File: src/logic/mailbox_map.svh
`ifndef MAILBOX_MAP_SVH
`define MAILBOX_MAP_SVH
// Operation
// One port: writes command, reads status.
// Only low eight port bits exist.
// Bit 7 stops at sector end.
// Bit 6 marks a diagnostic command.
// Host writes zeros in unassigned bits.
// Code: idle, fetch, execute, store block.
// Status bit 7 flags an error.
// Status bit 6 flags completion.
// Code 01 when FIFO not empty.
// Codes 10 and 11 never reported.
// Status bits 3:2 read zero.
// Status bits 1:0 echo command code.
// Accept clears done; finish sets, interrupts.
// Idle clears status, no interrupt.
// Host: fetch, execute, store, idle; waits.
// Error recovery: idle, store, idle.
// Errors go in block; ss only FIFO.
// Only controller interrupts the host.
// Host prepares FIFO before block commands.
// New command detected by code mismatch.

// ---------------------------------------------
// Port map and fields
// ---------------------------------------------
`define MB_PORT_ADDR 16'h0214
`define MB_STOP_BIT 7
`define MB_DIAG_BIT 6
`define MB_ERR_BIT 7
`define MB_DONE_BIT 6
`define MB_SS_HI 5
`define MB_SS_LO 4
`define MB_SS_FIFO 2'h1
`define MB_SS_NONE 2'h0
`define MB_STATUS_RESET 8'h00
`define MB_COMMAND_RESET 8'h00
`define MB_CODE_IDLE 2'h0
`define MB_CODE_FETCH 2'h1
`define MB_CODE_EXEC 2'h2
`define MB_CODE_STORE 2'h3
`endif

File: src/logic/mailbox_pkg.sv
package mailbox_pkg;
  typedef enum logic [1:0] {
    cmd_idle,
    cmd_fetch,
    cmd_execute,
    cmd_store
  } command_code_type;

  typedef enum {
    dev_wait,
    dev_busy
  } dev_state_type;

  typedef enum {
    host_ready,
    host_wait_echo,
    host_wait_done,
    host_wait_clear
  } host_state_type;
endpackage

File: src/logic/mailbox_if.sv
`timescale 1ns/1ns
interface mailbox_if;
  logic [15:0] addr;
  logic wr;
  logic rd;
  logic [15:0] wdata;
  logic [15:0] rdata;
  logic host_irq;

  modport device (
    input addr,
    input wr,
    input rd,
    input wdata,
    output rdata,
    output host_irq
  );
  modport host (
    output addr,
    output wr,
    output rd,
    output wdata,
    input rdata,
    input host_irq
  );
endinterface

File: src/logic/disk_controller_logic.sv
`timescale 1ns/1ns
`include "mailbox_map.svh"
// ---------------------------------------------
// Controller end: owns command and status registers.
// ---------------------------------------------
module disk_controller_logic
  import mailbox_pkg::*;
(
  input wire logic clk,
  input wire logic resetn,
  mailbox_if.device bus,
  output logic [1:0] command_code,
  output logic stop_at_sector,
  output logic diagnostic,
  output logic op_start,
  input wire logic op_finish,
  input wire logic op_error,
  input wire logic fifo_empty
);

  // ---------------------------------------------
  // Registered state
  // ---------------------------------------------

  // All state sits in one record, so the reset value and the next-state
  // copy cannot drift apart when a field is added.
  typedef struct packed {
    dev_state_type state;
    logic [7:0] command;
    logic [1:0] echo;
    logic stop;
    logic diag;
    logic done;
    logic error;
    logic fifo_fault;
    logic start;
    logic irq;
  } dev_type;

  // Reset leaves the controller waiting with a cleared status byte.
  localparam dev_type dev_reset_value = '{
    state: dev_wait,
    command: `MB_COMMAND_RESET,
    echo: `MB_CODE_IDLE,
    stop: 1'b0,
    diag: 1'b0,
    done: 1'b0,
    error: 1'b0,
    fifo_fault: 1'b0,
    start: 1'b0,
    irq: 1'b0
  };

  dev_type s_reg;
  dev_type s_next;

  // ---------------------------------------------
  // Port decode
  // ---------------------------------------------

  logic port_hit;
  logic command_write;
  logic [7:0] written_command;

  assign port_hit = bus.addr == `MB_PORT_ADDR;
  // Reads need no strobe: the status byte is driven at all times.
  assign command_write = bus.wr && port_hit;
  // The upper byte of the port has no bits behind it.
  assign written_command = bus.wdata[7:0];

  // ---------------------------------------------
  // Command decode
  // ---------------------------------------------

  command_code_type pending_code;
  logic new_command;
  logic accept;
  logic fifo_dirty;
  logic finish_seen;
  logic finish_error;

  assign pending_code = command_code_type'(s_reg.command[1:0]);
  // The echo doubles as the record of the last accepted command, so writing
  // the same code twice is a deliberate no-op; the host must change code.
  assign new_command = s_reg.command[1:0] != s_reg.echo;
  assign accept = s_reg.state == dev_wait && new_command;
  assign fifo_dirty = !fifo_empty;
  // A FIFO fault ends the fetch at once, as the block cannot be read anyway.
  assign finish_seen = op_finish || s_reg.fifo_fault;
  assign finish_error = op_error || s_reg.fifo_fault;

  // ---------------------------------------------
  // Status byte
  // ---------------------------------------------

  // The byte is combinational from registered fields, so a read at any time
  // sees a settled value.
  logic [7:0] status;

  status_assembler u_status (
    .error(s_reg.error),
    .done(s_reg.done),
    .fifo_fault(s_reg.fifo_fault),
    .echoed_command_code(s_reg.echo),
    .status(status)
  );

  // ---------------------------------------------
  // Next state
  // ---------------------------------------------

  always_comb begin
    s_next = s_reg;
    s_next.start = 1'b0;
    s_next.irq = 1'b0;

    // Writes are latched in any state. A busy controller acts on a new
    // code only after the running command has finished.
    if (command_write) begin
      s_next.command = written_command;
    end

    case (s_reg.state)
      dev_wait: begin
        if (accept) begin
          s_next.echo = s_reg.command[1:0];
          // Flags are frozen here so that a later write cannot change the
          // mode of a command that is already running.
          s_next.stop = s_reg.command[`MB_STOP_BIT];
          s_next.diag = s_reg.command[`MB_DIAG_BIT];
          s_next.done = 1'b0;
          s_next.error = 1'b0;
          s_next.fifo_fault = 1'b0;
          case (pending_code)
            cmd_idle: begin
              // Idle clears the whole byte and never interrupts.
              s_next.start = 1'b0;
              s_next.irq = 1'b0;
              s_next.state = dev_wait;
            end

            cmd_fetch: begin
              // A dirty FIFO would misplace the block, so it is judged at accept.
              s_next.fifo_fault = fifo_dirty;
              s_next.start = 1'b1;
              s_next.state = dev_busy;
            end

            cmd_execute: begin
              s_next.start = 1'b1;
              s_next.state = dev_busy;
            end

            cmd_store: begin
              s_next.start = 1'b1;
              s_next.state = dev_busy;
            end

            default: begin
              s_next.state = dev_wait;
            end
          endcase
        end
      end

      dev_busy: begin
        // Done, error and the interrupt are all raised on the same edge.
        if (finish_seen) begin
          s_next.done = 1'b1;
          s_next.error = finish_error;
          s_next.irq = 1'b1;
          s_next.state = dev_wait;
        end else begin
          s_next.state = dev_busy;
        end
      end

      default: begin
        // An unknown state falls back to waiting for a command.
        s_next.state = dev_wait;
      end
    endcase
  end

  // ---------------------------------------------
  // Registers
  // ---------------------------------------------

  always_ff @(posedge clk or negedge resetn) begin
    if (!resetn) begin
      s_reg <= dev_reset_value;
    end else begin
      s_reg <= s_next;
    end
  end

  // ---------------------------------------------
  // Outputs
  // ---------------------------------------------

  assign bus.rdata = {8'h00, status};
  // Only the controller can interrupt; new work arrives through the port.
  assign bus.host_irq = s_reg.irq;
  assign command_code = s_reg.echo;

  // Mode flags and the start pulse go to the sector engine.
  assign stop_at_sector = s_reg.stop;
  assign diagnostic = s_reg.diag;
  assign op_start = s_reg.start;
endmodule

File: src/logic/status_assembler.sv
`timescale 1ns/1ns
`include "mailbox_map.svh"
module status_assembler
  import mailbox_pkg::*;
(
  input wire logic error,
  input wire logic done,
  input wire logic fifo_fault,
  input wire logic [1:0] echoed_command_code,
  output logic [7:0] status
);
  always_comb begin
    status = `MB_STATUS_RESET;
    status[`MB_ERR_BIT] = error;
    status[`MB_DONE_BIT] = done;
    // Only the FIFO fault code is ever produced.
    status[`MB_SS_HI:`MB_SS_LO] = fifo_fault ? `MB_SS_FIFO : `MB_SS_NONE;
    // The host must not rely on bits 3:2, but they are still driven low.
    status[3:2] = 2'h0;
    status[1:0] = echoed_command_code;
  end
endmodule

File: src/flat_wrapper.sv
// flat-port wrapper written by rule: the top's interface ports become plain ports
module disk_controller_logic_flat import mailbox_pkg::*;
  (clk, resetn, command_code, stop_at_sector, diagnostic, op_start, op_finish, op_error, fifo_empty, bus_addr, bus_wr, bus_rd, bus_wdata, bus_rdata, bus_host_irq);
  mailbox_if bus_i ();
  input wire logic clk;
  input wire logic resetn;
  output logic [1:0] command_code;
  output logic stop_at_sector;
  output logic diagnostic;
  output logic op_start;
  input wire logic op_finish;
  input wire logic op_error;
  input wire logic fifo_empty;
  input wire logic [$bits(bus_i.addr)-1:0] bus_addr;
  input wire logic [$bits(bus_i.wr)-1:0] bus_wr;
  input wire logic [$bits(bus_i.rd)-1:0] bus_rd;
  input wire logic [$bits(bus_i.wdata)-1:0] bus_wdata;
  output wire logic [$bits(bus_i.rdata)-1:0] bus_rdata;
  output wire logic [$bits(bus_i.host_irq)-1:0] bus_host_irq;
  assign bus_i.addr = bus_addr;
  assign bus_i.wr = bus_wr;
  assign bus_i.rd = bus_rd;
  assign bus_i.wdata = bus_wdata;
  assign bus_rdata = bus_i.rdata;
  assign bus_host_irq = bus_i.host_irq;
  disk_controller_logic u_core (.clk(clk), .resetn(resetn), .bus(bus_i), .command_code(command_code), .stop_at_sector(stop_at_sector), .diagnostic(diagnostic), .op_start(op_start), .op_finish(op_finish), .op_error(op_error), .fifo_empty(fifo_empty));
endmodule
File: config.mk
export PLATFORM = sky130hd
export DESIGN_NAME = disk_controller_logic_flat
export DESIGN_NICKNAME = d
export VERILOG_FILES = /design/src/logic/mailbox_pkg.sv /design/src/logic/mailbox_if.sv /design/src/logic/disk_controller_logic.sv /design/src/logic/status_assembler.sv /design/src/flat_wrapper.sv
export VERILOG_INCLUDE_DIRS = /design/src /design/src/logic
export SDC_FILE = /design/constraint.sdc
export NUM_CORES = 1
export LEC_CHECK = 0
export ABC_AREA = 1
export BUFFER_PORTS_ARGS = -buffer_cell sky130_fd_sc_hd__buf_2
export CORE_UTILIZATION = 35
export CTS_CLUSTER_SIZE = 28
export DETAILED_ROUTE_END_ITERATION = 12
export PLACE_DENSITY = 0.75
export SYNTH_ARGS = -nofsm -noshare
export SYNTH_HDL_FRONTEND = slang
export SYNTH_SLANG_ARGS = --single-unit
File: constraint.sdc
create_clock -name clk -period 1 [get_ports clk]
set_input_delay 0.15 -clock clk [delete_from_list [all_inputs] [get_ports clk]]
set_output_delay 0.15 -clock clk [all_outputs]
set_load 0.01 [all_outputs]
# Yosys cells after proc, flatten, opt, wreduce, memory -nomap -nowiden
# Cells that the tools add are included.
# op_classes
eq_ne	8
mux	13
reduce_logical	12
# ops
op	n
$pmux W32 S2	2
$logic_not A32 Y1	2
$eq A32 B1 Y1 const B	1
$mux W32	1
$eq A16 B10 Y1 const B	1
$mux W1	5
$mux W5	1
$eq A2 B2 Y1 const B	2
$ne A2 B1 Y1 const B	2
$pmux W1 S2	2
$pmux W2 S2	1
$reduce_and A3 Y1	1
$reduce_or A3 Y1	1
$eq A2 B1 Y1 const B	1
$logic_and A1 B1 Y1	2
$logic_not A2 Y1	1
$logic_or A1 B1 Y1	2
$mux W2	1
$ne A2 B2 Y1	1
$reduce_and A2 Y1	1
$reduce_bool A2 Y1	1
$logic_not A1 Y1	1
# word_totals
register_bits	49
inputBits	39

# Logic depth before layout (Yosys ltp)
# Gate-level depths: netlist of the first run.
# depth
word_depth	5
depth_mapped	7

# By module
# A second synthesis of the first run with hierarchy kept.
# hier_totals
hier_cells	99
hier_area_um2	815.8
# by_module_without_submodules
mod	n_inst	cells_per_inst	area_each_um2
disk_controller_logic	1	90	752.0
status_assembler	1	9	63.8

# Least setup slack after synthesis of the first run
# No wires, ideal clock.
# synth_path
path_kind	register -> register
start	reg u_core.s_reg (netlist bit u_core.command_code[1])
end	reg u_core.s_reg (netlist bit u_core.command_code[1])
setup_ns	0.077
arrival_time_ns	0.906
slack_ns	0.017
path_stages_with_launch	6
cell_sequence	dfrtp_1 -> xnor2_1 -> nand2_1 -> nand2_2 -> nand2_1 -> o21ai_1
# synth_via
elab_chain_cells	3
# synth_rtl
element	line	source
start, declared	disk_controller_logic.sv:54	dev_type s_reg;
start signal, assigned	disk_controller_logic.sv:191	s_reg <= dev_reset_value;
start signal, assigned	disk_controller_logic.sv:193	s_reg <= s_next;
$ne A2 B2 Y1	disk_controller_logic.sv:85	assign new_command = s_reg.command[1:0] != s_reg.echo;
$logic_and A1 B1 Y1	disk_controller_logic.sv:86	assign accept = s_reg.state == dev_wait && new_command;
$reduce_and A2 Y1 (no source line)	-	
# No other way between the ends.
# A chain may end at the register's enable or synchronous reset.

# Worst setup path in the final report of the first run
# layout_path
start	reg u_core.s_reg (netlist bit u_core.pending_code[1])
end	reg u_core.s_reg[2] (netlist name)
# layout_via
elab_chain_cells	3
elab_cells_between_ends	5
cone_classes	2 x eq/ne; 1 x mux; 2 x reduce/logical
# layout_rtl
element	line
$ne A2 B2 Y1	disk_controller_logic.sv:85
$logic_and A1 B1 Y1	disk_controller_logic.sv:86
$reduce_and A2 Y1 (no source line)	-
# Several ways; a longest one is shown, not always the timed one.

==> impl_metrics.py, run 1 <==
metrics = {
    "cells_and_area": {
        "postLayoutCoreUtil_pct": 53.37,
        "largest_register_ffs": 6,
        "final_nets": 183,
        "num_antenna_cells": 0,
        "area_growth_pct": 38.04,
        "n_fill_cell": 208,
        "design_area_sq_mm": 0.001090,
        "drive_above_1_share_pct": 43.66,
    },
    "timing": {
        "finClkSkew_ns": 0.001578,
        "fin_tns_setup_ns": -0.9591,
        "hold_viol": 0,
        "slew_violations": 0,
        "setup_viol": 12,
        "period_needed_ns": 1.098,
        "timing.final.crit_share_pct": 109.8,
        "timing.fmax_ghz": 0.9107,
        "rsz0062_at_grt": "yes",
        "finalWorstSetupSlack_ns": -0.09804,
    },
    "placed_design": {
        "portBuffers": 36,
        "gp_congestion": 0.7613,
        "placed_cell_area_sq_um": 980.9,
        "hpwl_um": 1208,
    },
    "global_route": {
        "grt_max_degree": 15,
        "use_met3_pct": 3.086,
        "grt_pass1_wl_um": 2394,
        "grt_util_all_layers_pct": 13.13,
        "grt-ovfl-total": 0,
        "first_global_vias": 651,
        "grt_busiest_layer": "met2",
        "grt_use_met1_pct": 12.19,
        "grt_use_met2_pct": 25.11,
        "antenna_found_initial": 0,
    },
    "die": {
        "start_util_pct": 38.66,
        "fp.dieH_um": 49.50,
        "die-area_sq_mm": 0.002450,
        "coreArea_sq_mm": 0.002042,
        "ios": 61,
        "die_x_um": 49.50,
        "fp-row-count": 16,
    },
    "clock_network": {
        "clockBufferDepth": 2,
        "cts_sinks": 14,
        "cts_tree": "done",
        "clk_pin_slew_ns": 0.07,
        "clk_latency_ns": 0.27,
        "clock-root-buffer": "clkbuf_4",
        "cts_buffers": 3,
        "h-tree-depth": 1,
    },
    "hold_path": {
        "hp-class": "input pin to flip-flop",
    },
    "setup_path": {
        "cp_max_fo": 5,
        "cp.required_ns": 1.20,
        "startpoint_type": "flip-flop",
        "critPathArrivalTime_ns": 1.30,
        "crit_type": "flip-flop to flip-flop",
        "cp-end-kind": "flip-flop",
    },
    "detailed_routing": {
        "routed_wl_um": 1626,
        "dr.first_iter.drc_count": 10,
        "drtAntennaViolNets": 0,
        "drcViolationCount": 0,
        "via_per_inst": 4.444,
        "vias": 751,
        "routedWlPerCell_um": 9.621,
        "drt_pre_antenna_iters": 4,
    },
    "yosys": {
        "ys_warn_count": 0,
        "synthArstFlopShare_pct": 100.0,
        "synth-seq-area-share_pct": 44.37,
        "syn_avg_cell_area_sq_um": 8.056,
        "synth_cell_types": 18,
        "synth_flop_cell": "dfrtp_1",
        "synth-seq-cells": 14,
        "synth-edff-count": 0,
        "syn_inst": 98,
        "syn_area_sq_um": 789.5,
    },
    "run_status": {
        "status": "complete, but fails checks",
        "violations": "negative setup slack",
    },
    "pwr": {
        "p_total_mw": 0.9778,
        "p_leak_nw": 0.6110,
        "peakVddDrop_mv": 0.3939,
        "p_per_area_mw_per_mm2": 897.2,
    },
    "flow_run": {
        "cap_violations": 0,
    },
}
-- layout make-up --
class	count	area (sq um)	share of cell area, %
tap	27	33.78	3.100
sequential	14	350.3	32.15
clock buffer	3	22.52	2.067
timing repair buffer	48	305.3	28.01
inverter	8	30.03	2.755
multi-input combinational	69	347.8	31.92
-- worst max-delay path: stages (launching register included) --
cell and delay, ns:
dfrtp_1 0.42, xnor2_2 0.24, nand2_2 0.13, nand2_4 0.10
nand2_1 0.06, o21ai_1 0.08
-- cells in the mapped netlist, types with 2 or more instances --
cell type / count / area share, %
nand4_1: 4 / 3.2
nand2_1: 27 / 13
o21ai_0: 3 / 1.9
nor2_1: 10 / 4.8
a21oi_1: 2 / 1.3
inv_1: 8 / 3.8
o21ai_1: 2 / 1.3
xnor2_1: 2 / 2.2
buf_4: 18 / 17
dfrtp_1: 14 / 44
-- worst paths after layout --
kind                       cells after the start  slack (ns)             endpoint                    from
min reg2reg                                    2        0.47      u_core.s_reg[4]         u_core.s_reg[4]
max                                            5        -0.1      u_core.s_reg[2]  u_core.pending_code[1]
max in group asynchronous                      2        0.47  u_core.bus.host_irq                  resetn
max reg2reg                                    5        -0.1      u_core.s_reg[2]  u_core.pending_code[1]
min                                            3        0.14     u_core.s_reg[15]            bus_wdata[6]
min in group asynchronous                      2        0.30      u_core.s_reg[2]                  resetn
-- repair_timing --
item	4_1_cts	5_1_grt
hold buffers	1	0
gates resized for setup	1	14
buffers inserted	0	1
gates cloned	0	1
pin swaps	0	6
endpoints found under the setup margin	13	14
hold endpoints to repair	14	0
-- placed cells by master, fill, tap and decap left out, types with 2 or more instances in the layout --
cell and count:
buf_4 9, nor2_1 10, nand4_1 4, buf_2 32, xnor2_2 2, conb_1 11
nand2_1 26, o21ai_1 3, buf_6 6, o21ai_0 2, inv_2 2, nand2_2 2
clkbuf_4 3, inv_1 6, a21oi_2 2, dfrtp_1 14
-- cells by family after synthesis --
logic type | share of synthesized area, %
compound gates | 4.437
xor+xnor | 2.219
flops | 44.37
other cells | 0.4750
simple gates | 27.58
buf+inv | 20.92
-- layer usage --
metal,share of wire (%),up-vias
met2,55,40
li1,-,369
met5,0,-
met1,36,340
met3,8.2,2
met4,0.68,0
-- metrics by stage --
stage / setup slack (ns) / hold slack, ns / std cells
detailed placement: -0.09325 / 0.06010 / 163
floorplan: 0.01740 / -0.1456 / 108
global route: -0.1857 / 0.1478 / 169
CTS: -0.09719 / 0.1342 / 167
global placement: -0.03332 / 0.05113 / 163
finish: -0.09804 / 0.1430 / 169
-- where the power goes --
group	internal (mW)	switching (mW)	total (mW)	leakage [nW]
clock network	0.139	0.156	0.296	0.0138
logic	0.0526	0.0584	0.111	0.414
registers	0.569	0.00216	0.571	0.183
Note: power is estimated with default switching activity, not from simulation.
==> run 2: changes to the inputs <==
--- a/config.mk
+++ b/config.mk
@@ -12,6 +12,7 @@
 export CTS_CLUSTER_SIZE = 28
 export DETAILED_ROUTE_END_ITERATION = 12
 export PLACE_DENSITY = 0.75
+export SETUP_SLACK_MARGIN = 0.4
 export SYNTH_ARGS = -nofsm -noshare
 export SYNTH_HDL_FRONTEND = slang
 export SYNTH_SLANG_ARGS = --single-unit
==> run 2 against run 1 <==
Compared with the run above: the run still ends with negative setup slack left; worst setup slack got worse by 0.0042 ns; total power rose by 1.6%; register-to-register slack barely moved; clock-buffer cell count did not move; sequential power barely moved; via count fell by 6.3%; critical path type is now flip-flop to output port; highest routed layer is now met3.
==> impl_metrics.py, run 2 (synthesis gave the netlist of run 1 again) <==
metrics = {
    "flow_run": {
        "cap_violations": 0,
    },
    "cells_and_area": {
        "final_cell_mix": "buf_2 (30), nand2_1 (22), dfrtp_1 (13)",
        "largest_register_ffs": 6,
        "area_growth_pct": 48.02,
        "postLayoutCoreUtil_pct": 57.23,
        "drive_above_1_share_pct": 51.06,
        "n_fill_cell": 198,
        "num_antenna_cells": 0,
        "final_common_cell": "buf_2",
        "final_nets": 182,
        "design_area_sq_mm": 0.001169,
    },
    "setup_path": {
        "crit_type": "flip-flop to output port",
        "cp-end-kind": "output port",
        "startpoint_type": "flip-flop",
        "cp.required_ns": 0.85,
        "path_cells": "buf_6, buf_6",
        "critPathArrivalTime_ns": 0.95,
        "crit_path_frequent_cell": "buf_6",
        "startpoint": "u_core.command_code[1]",
        "rrSetupSlack_ns": -0.10,
        "r2r_end": "u_core.command_code[1]",
        "worst_r2r_path_depth": 5,
        "critPathCapture": "bus_rdata[1]",
        "cp_max_fo": 3,
        "crit_path_max_incr_delay_ns": 0.43,
        "cp_slowest_cell": "dfrtp_1",
        "r2r-start": "u_core.command_code[1]",
    },
    "pwr": {
        "seq_power_share_pct": 57.5,
        "p_leak_nw": 0.6209,
        "p_clk_share_pct": 29.9,
        "internal_power_mw": 0.7678,
        "comb_power_share_pct": 12.6,
        "switching_share_pct": 22.70,
        "peakVddDrop_mv": 0.4374,
        "p_switching_mw": 0.2255,
        "p_per_area_mw_per_mm2": 849.9,
    },
    "detailed_routing": {
        "drcViolationCount": 0,
        "drt_pre_antenna_iters": 5,
        "vias": 704,
        "via_per_inst": 4.190,
        "routedWlPerCell_um": 9.393,
        "dr.first_iter.drc_count": 3,
        "routed_wl_um": 1578,
        "drtAntennaViolNets": 0,
    },
    "die": {
        "fp.dieH_um": 49.50,
        "coreArea_sq_mm": 0.002042,
        "fp-row-count": 16,
        "die_x_um": 49.50,
        "ios": 61,
        "die-area_sq_mm": 0.002450,
        "start_util_pct": 38.66,
    },
    "clock_network": {
        "h-tree-depth": 1,
        "cts_sinks": 14,
        "clock-root-buffer": "clkbuf_4",
        "clk_pin_slew_ns": 0.07,
        "clockBufferDepth": 2,
        "clk_latency_ns": 0.27,
        "cts_buffers": 3,
        "cts_tree": "done",
    },
    "timing": {
        "timing.fmax_ghz": 0.9072,
        "hold_ws_ns": 0.1332,
        "rsz0062_at_grt": "yes",
        "finalWorstSetupSlack_ns": -0.1022,
        "timing.final.crit_share_pct": 110.2,
        "hold_viol": 0,
        "period_needed_ns": 1.102,
        "slew_violations": 0,
        "finClkSkew_ns": 0.001056,
        "setup_viol": 13,
    },
    "placed_design": {
        "hpwl_um": 1183,
        "placed_cell_area_sq_um": 957.2,
        "gp_congestion": 0.7549,
        "portBuffers": 36,
    },
    "global_route": {
        "antenna_found_initial": 0,
        "grt-ovfl-total": 0,
        "grt_max_degree": 15,
        "use_met3_pct": 2.778,
        "first_global_vias": 596,
        "grt_use_met1_pct": 12.88,
        "grt_util_all_layers_pct": 12.58,
        "grt_busiest_layer": "met2",
        "grt_use_met2_pct": 23.29,
        "grt_pass1_wl_um": 2318,
    },
    "hold_path": {
        "hp-class": "input pin to flip-flop",
    },
    "run_status": {
        "status": "complete, but fails checks",
        "violations": "negative setup slack",
    },
}
-- run 2: cell count changes in the layout (fill, tap and decap cells not counted), sizes merged --
cell,change
clkbuf,+1
buf,-2
-- run 2: how the worst min path moves through the flow --
stage                       startpoint                     end  slack [ns]  depth (start not counted)
after floorplan                 resetn     u_core.bus.host_irq       -0.15                          0
after global placement          resetn         u_core.op_start        0.05                          1
after detailed placement        resetn         u_core.op_start        0.06                          1
after CTS                 bus_wdata[6]        u_core.s_reg[15]        0.12                          3
after global routing      bus_wdata[1]  u_core.pending_code[1]        0.13                          3
final                     bus_wdata[6]        u_core.s_reg[15]        0.13                          3
-- run 2: per-layer routing --
metal | part of all wire [%] | vias to the layer above
met5 | 0 | -
met4 | 0 | 0
met3 | 7.9 | 0
met2 | 57 | 35
met1 | 35 | 303
li1 | - | 366
-- run 2: layout make-up --
cell class                      instances  area (sq um)  area share [%]
Sequential cell                        14         351.6           30.09
Inverter                                8         30.03           2.570
Tap cell                               27         33.78           2.891
Clock buffer                            3         22.52           1.927
Timing Repair Buffer                   47         325.3           27.84
Multi-Input combinational cell         69         405.4           34.69
-- run 2: through the flow --
step,std cells,TNS (ns),power (mW),setup slack (ns)
6_report,168,-0.9932,0.9933,-0.1022
5_1_grt,168,-1.535,1.054,-0.1509
4_1_cts,165,-0.9748,1.003,-0.1096
3_5_place_dp,158,-0.5292,0.6897,-0.1154
3_3_place_gp,158,-0.2136,0.6859,-0.03708
2_1_floorplan,108,0,0.6650,0.01754
-- run 2: power groups by stage --
stage | registers [mW] | clock network (mW) | logic [mW]
6_report | 0.571 | 0.297 | 0.126
5_1_grt | 0.572 | 0.343 | 0.140
4_1_cts | 0.571 | 0.318 | 0.114
3_5_place_dp | 0.582 | 0 | 0.107
3_3_place_gp | 0.582 | 0 | 0.104
2_1_floorplan | 0.583 | 0 | 0.0823
-- run 2: critical path: cells and delay by family (launching register included) --
kind / cells / cell delay [ns]
buf+inv: 2 / 0.25
flops: 1 / 0.43
-- run 2: repair_timing --
item / in CTS / in global routing
endpoints found under the hold margin: 14 / 0
pin swaps: 2 / 15
gates cloned: 0 / 1
hold buffers: 1 / 0
endpoints found under the setup margin: 25 / 25
gates resized for setup: 8 / 26
buffers inserted: 3 / 2
==> run 3: changes to the inputs <==
--- a/config.mk
+++ b/config.mk
@@ -8,10 +8,10 @@
 export LEC_CHECK = 0
 export ABC_AREA = 1
 export BUFFER_PORTS_ARGS = -buffer_cell sky130_fd_sc_hd__buf_2
-export CORE_UTILIZATION = 35
+export CORE_UTILIZATION = 38
 export CTS_CLUSTER_SIZE = 28
 export DETAILED_ROUTE_END_ITERATION = 12
-export PLACE_DENSITY = 0.75
+export PLACE_DENSITY = 0.77
 export SETUP_SLACK_MARGIN = 0.4
 export SYNTH_ARGS = -nofsm -noshare
 export SYNTH_HDL_FRONTEND = slang
==> constraint.sdc (replaced) <==
create_clock -name clk -period 1.1 [get_ports clk]
set_input_delay 0.165 -clock clk [delete_from_list [all_inputs] [get_ports clk]]
set_output_delay 0.165 -clock clk [all_outputs]
set_load 0.01 [all_outputs]
==> run 3 against run 2 <==
Compared with the run above: critical path type is now flip-flop to flip-flop; sequential share of layout area shrank 1.8 points; die area is 7.6% lower; core utilization grew 6.0 points; first-iteration DRC count decreased by 33%; critical endpoint is now u_core.command_code[1]; combinational power is essentially flat; clock skew rose by 0.0025 ns; the flow still finishes with violations (negative setup slack); largest power group unchanged; via count is 9.9% higher; register-to-register slack better by 0.08 ns; total power is 1.8% higher; worst hold slack better by 0.0049 ns; worst setup slack gained 0.079 ns.
==> impl_metrics.py, run 3 (synthesis gave the netlist of run 1 again) <==
metrics = {
    "clock_network": {
        "clockBufferDepth": 2,
        "clk_latency_ns": 0.28,
        "h-tree-depth": 1,
        "cts_tree": "done",
        "cts_buffers": 3,
        "clk_pin_slew_ns": 0.09,
        "clock-root-buffer": "clkbuf_4",
        "cts_sinks": 14,
    },
    "pwr": {
        "comb_power_share_pct": 12.1,
        "internal_power_mw": 0.7764,
        "switching_share_pct": 23.19,
        "p_total_mw": 1.011,
        "p_switching_mw": 0.2344,
        "seq_power_share_pct": 51.4,
        "p_clk_share_pct": 36.5,
        "peakVddDrop_mv": 0.5195,
        "p_per_area_mw_per_mm2": 815.2,
        "p_leak_nw": 0.6478,
    },
    "detailed_routing": {
        "drcViolationCount": 0,
        "vias": 774,
        "routedWlPerCell_um": 10.17,
        "dr.first_iter.drc_count": 2,
        "drtAntennaViolNets": 0,
        "via_per_inst": 4.474,
        "drt_pre_antenna_iters": 2,
        "routed_wl_um": 1760,
    },
    "die": {
        "die-area_sq_mm": 0.002264,
        "coreArea_sq_mm": 0.001962,
        "die_x_um": 47.58,
        "fp-row-count": 16,
        "fp.dieH_um": 47.58,
        "start_util_pct": 40.24,
        "ios": 61,
    },
    "placed_design": {
        "dp.cells": 157,
        "hpwl_um": 1162,
        "gp_congestion": 0.7741,
        "placed_cell_area_sq_um": 945.9,
        "portBuffers": 36,
    },
    "timing": {
        "hold_viol": 0,
        "finClkSkew_ns": 0.003545,
        "setup_viol": 5,
        "timing.final.crit_share_pct": 102.1,
        "slew_violations": 0,
        "period_needed_ns": 1.123,
        "fin_tns_setup_ns": -0.08170,
        "timing.fmax_ghz": 0.8907,
        "finalWorstSetupSlack_ns": -0.02276,
        "rsz0062_at_grt": "yes",
    },
    "run_status": {
        "violations": "negative setup slack",
        "status": "complete, but fails checks",
    },
    "setup_path": {
        "cp.required_ns": 1.31,
        "startpoint": "u_core.pending_code[1]",
        "critPathArrivalTime_ns": 1.33,
        "rrSetupSlack_ns": -0.02,
        "worst_r2r_path_depth": 5,
        "r2r-start": "u_core.pending_code[1]",
        "startpoint_type": "flip-flop",
        "cp_max_fo": 5,
        "crit_path_max_incr_delay_ns": 0.43,
        "cp-end-kind": "flip-flop",
        "crit_type": "flip-flop to flip-flop",
        "critPathCapture": "u_core.command_code[1]",
        "r2r_end": "u_core.command_code[1]",
        "path_cells": "xnor2_2, nand2_2, nand2_4, nand2_1, o21ai_1",
        "cp_slowest_cell": "dfrtp_1",
    },
    "global_route": {
        "grt_max_degree": 15,
        "grt_util_all_layers_pct": 16.41,
        "grt-ovfl-total": 0,
        "first_global_vias": 650,
        "grt_pass1_wl_um": 2559,
        "antenna_found_initial": 0,
    },
    "cells_and_area": {
        "largest_register_ffs": 6,
        "final_cell_count_no_fill": 173,
        "drive_above_1_share_pct": 58.22,
        "area_growth_pct": 57.05,
        "final_cell_mix": "buf_2 (29), nand2_1 (16), dfrtp_1 (14)",
        "design_area_sq_mm": 0.001240,
        "final_common_cell": "buf_2",
        "final_nets": 186,
        "num_antenna_cells": 0,
    },
    "flow_run": {
        "cap_violations": 0,
    },
    "hold_path": {
        "hp-class": "input pin to flip-flop",
    },
}
==> run 3: cell type report <==
class | count | area, sq um
fill | 167 | 721.9
multi-input combinational | 69 | 431.7
clock buffer | 4 | 36.28
sequential | 14 | 350.3
tap | 27 | 33.78
inverter | 8 | 30.03
timing repair buffer | 51 | 357.8
==> run 3: worst max-delay path: cells and delay by family, from the launching register on <==
kind                      cells  cell delay, ns
AOI/OAI and AO/OA             1            0.07
xor gates and xnor gates      1            0.23
DFF                           1            0.43
and+or+nand+nor               3            0.32
==> run 3: what timing repair did <==
action	4_1_cts	5_1_grt
resized for setup	20	23
setup endpoints to repair	25	25
pin swaps	4	17
hold buffers	1	0
buffers inserted	6	4
gates cloned	0	1
hold endpoints to repair	14	0
==> run 3: stage by stage <==
stage          hold WS (ns)  worst slack [ns]  utilization (%)
3_5_place_dp        0.07495           0.02615            48.21
3_3_place_gp        0.06416           0.06790            48.21
2_1_floorplan       -0.1306            0.1175                -
4_1_cts              0.1312         -0.004916            57.14
5_1_grt              0.1409          -0.09208            63.20
6_report             0.1381          -0.02276            63.20
==> run 3: power by group through the flow <==
stage               clock (mW)  sequential (mW)  combinational (mW)
finish                   0.369            0.519               0.123
global route             0.414            0.520               0.137
CTS                      0.381            0.519               0.108
detailed placement           0            0.530              0.0974
global placement             0            0.529              0.0932
floorplan                    0            0.529              0.0724
==> run 3: how the worst min path moves through the flow <==
stage,start,endpoint,slack (ns),cells after the start
after global placement,resetn,u_core.s_reg[2],0.06,1
after global routing,bus_wdata[6],u_core.s_reg[15],0.14,3
after CTS,bus_wdata[6],u_core.s_reg[15],0.13,3
final,bus_wdata[6],u_core.s_reg[15],0.14,3
after detailed placement,resetn,u_core.op_start,0.07,1
after floorplan,resetn,u_core.bus.host_irq,-0.13,0
==> run 3: routing by layer <==
metal	part of all wire (%)	global-route usage [%]	routed length, um
met3	6.0	2.642	106
met4	2.5	10.56	44
met1	34	16.98	603
met2	57	30.41	1005
met5	0	0	0
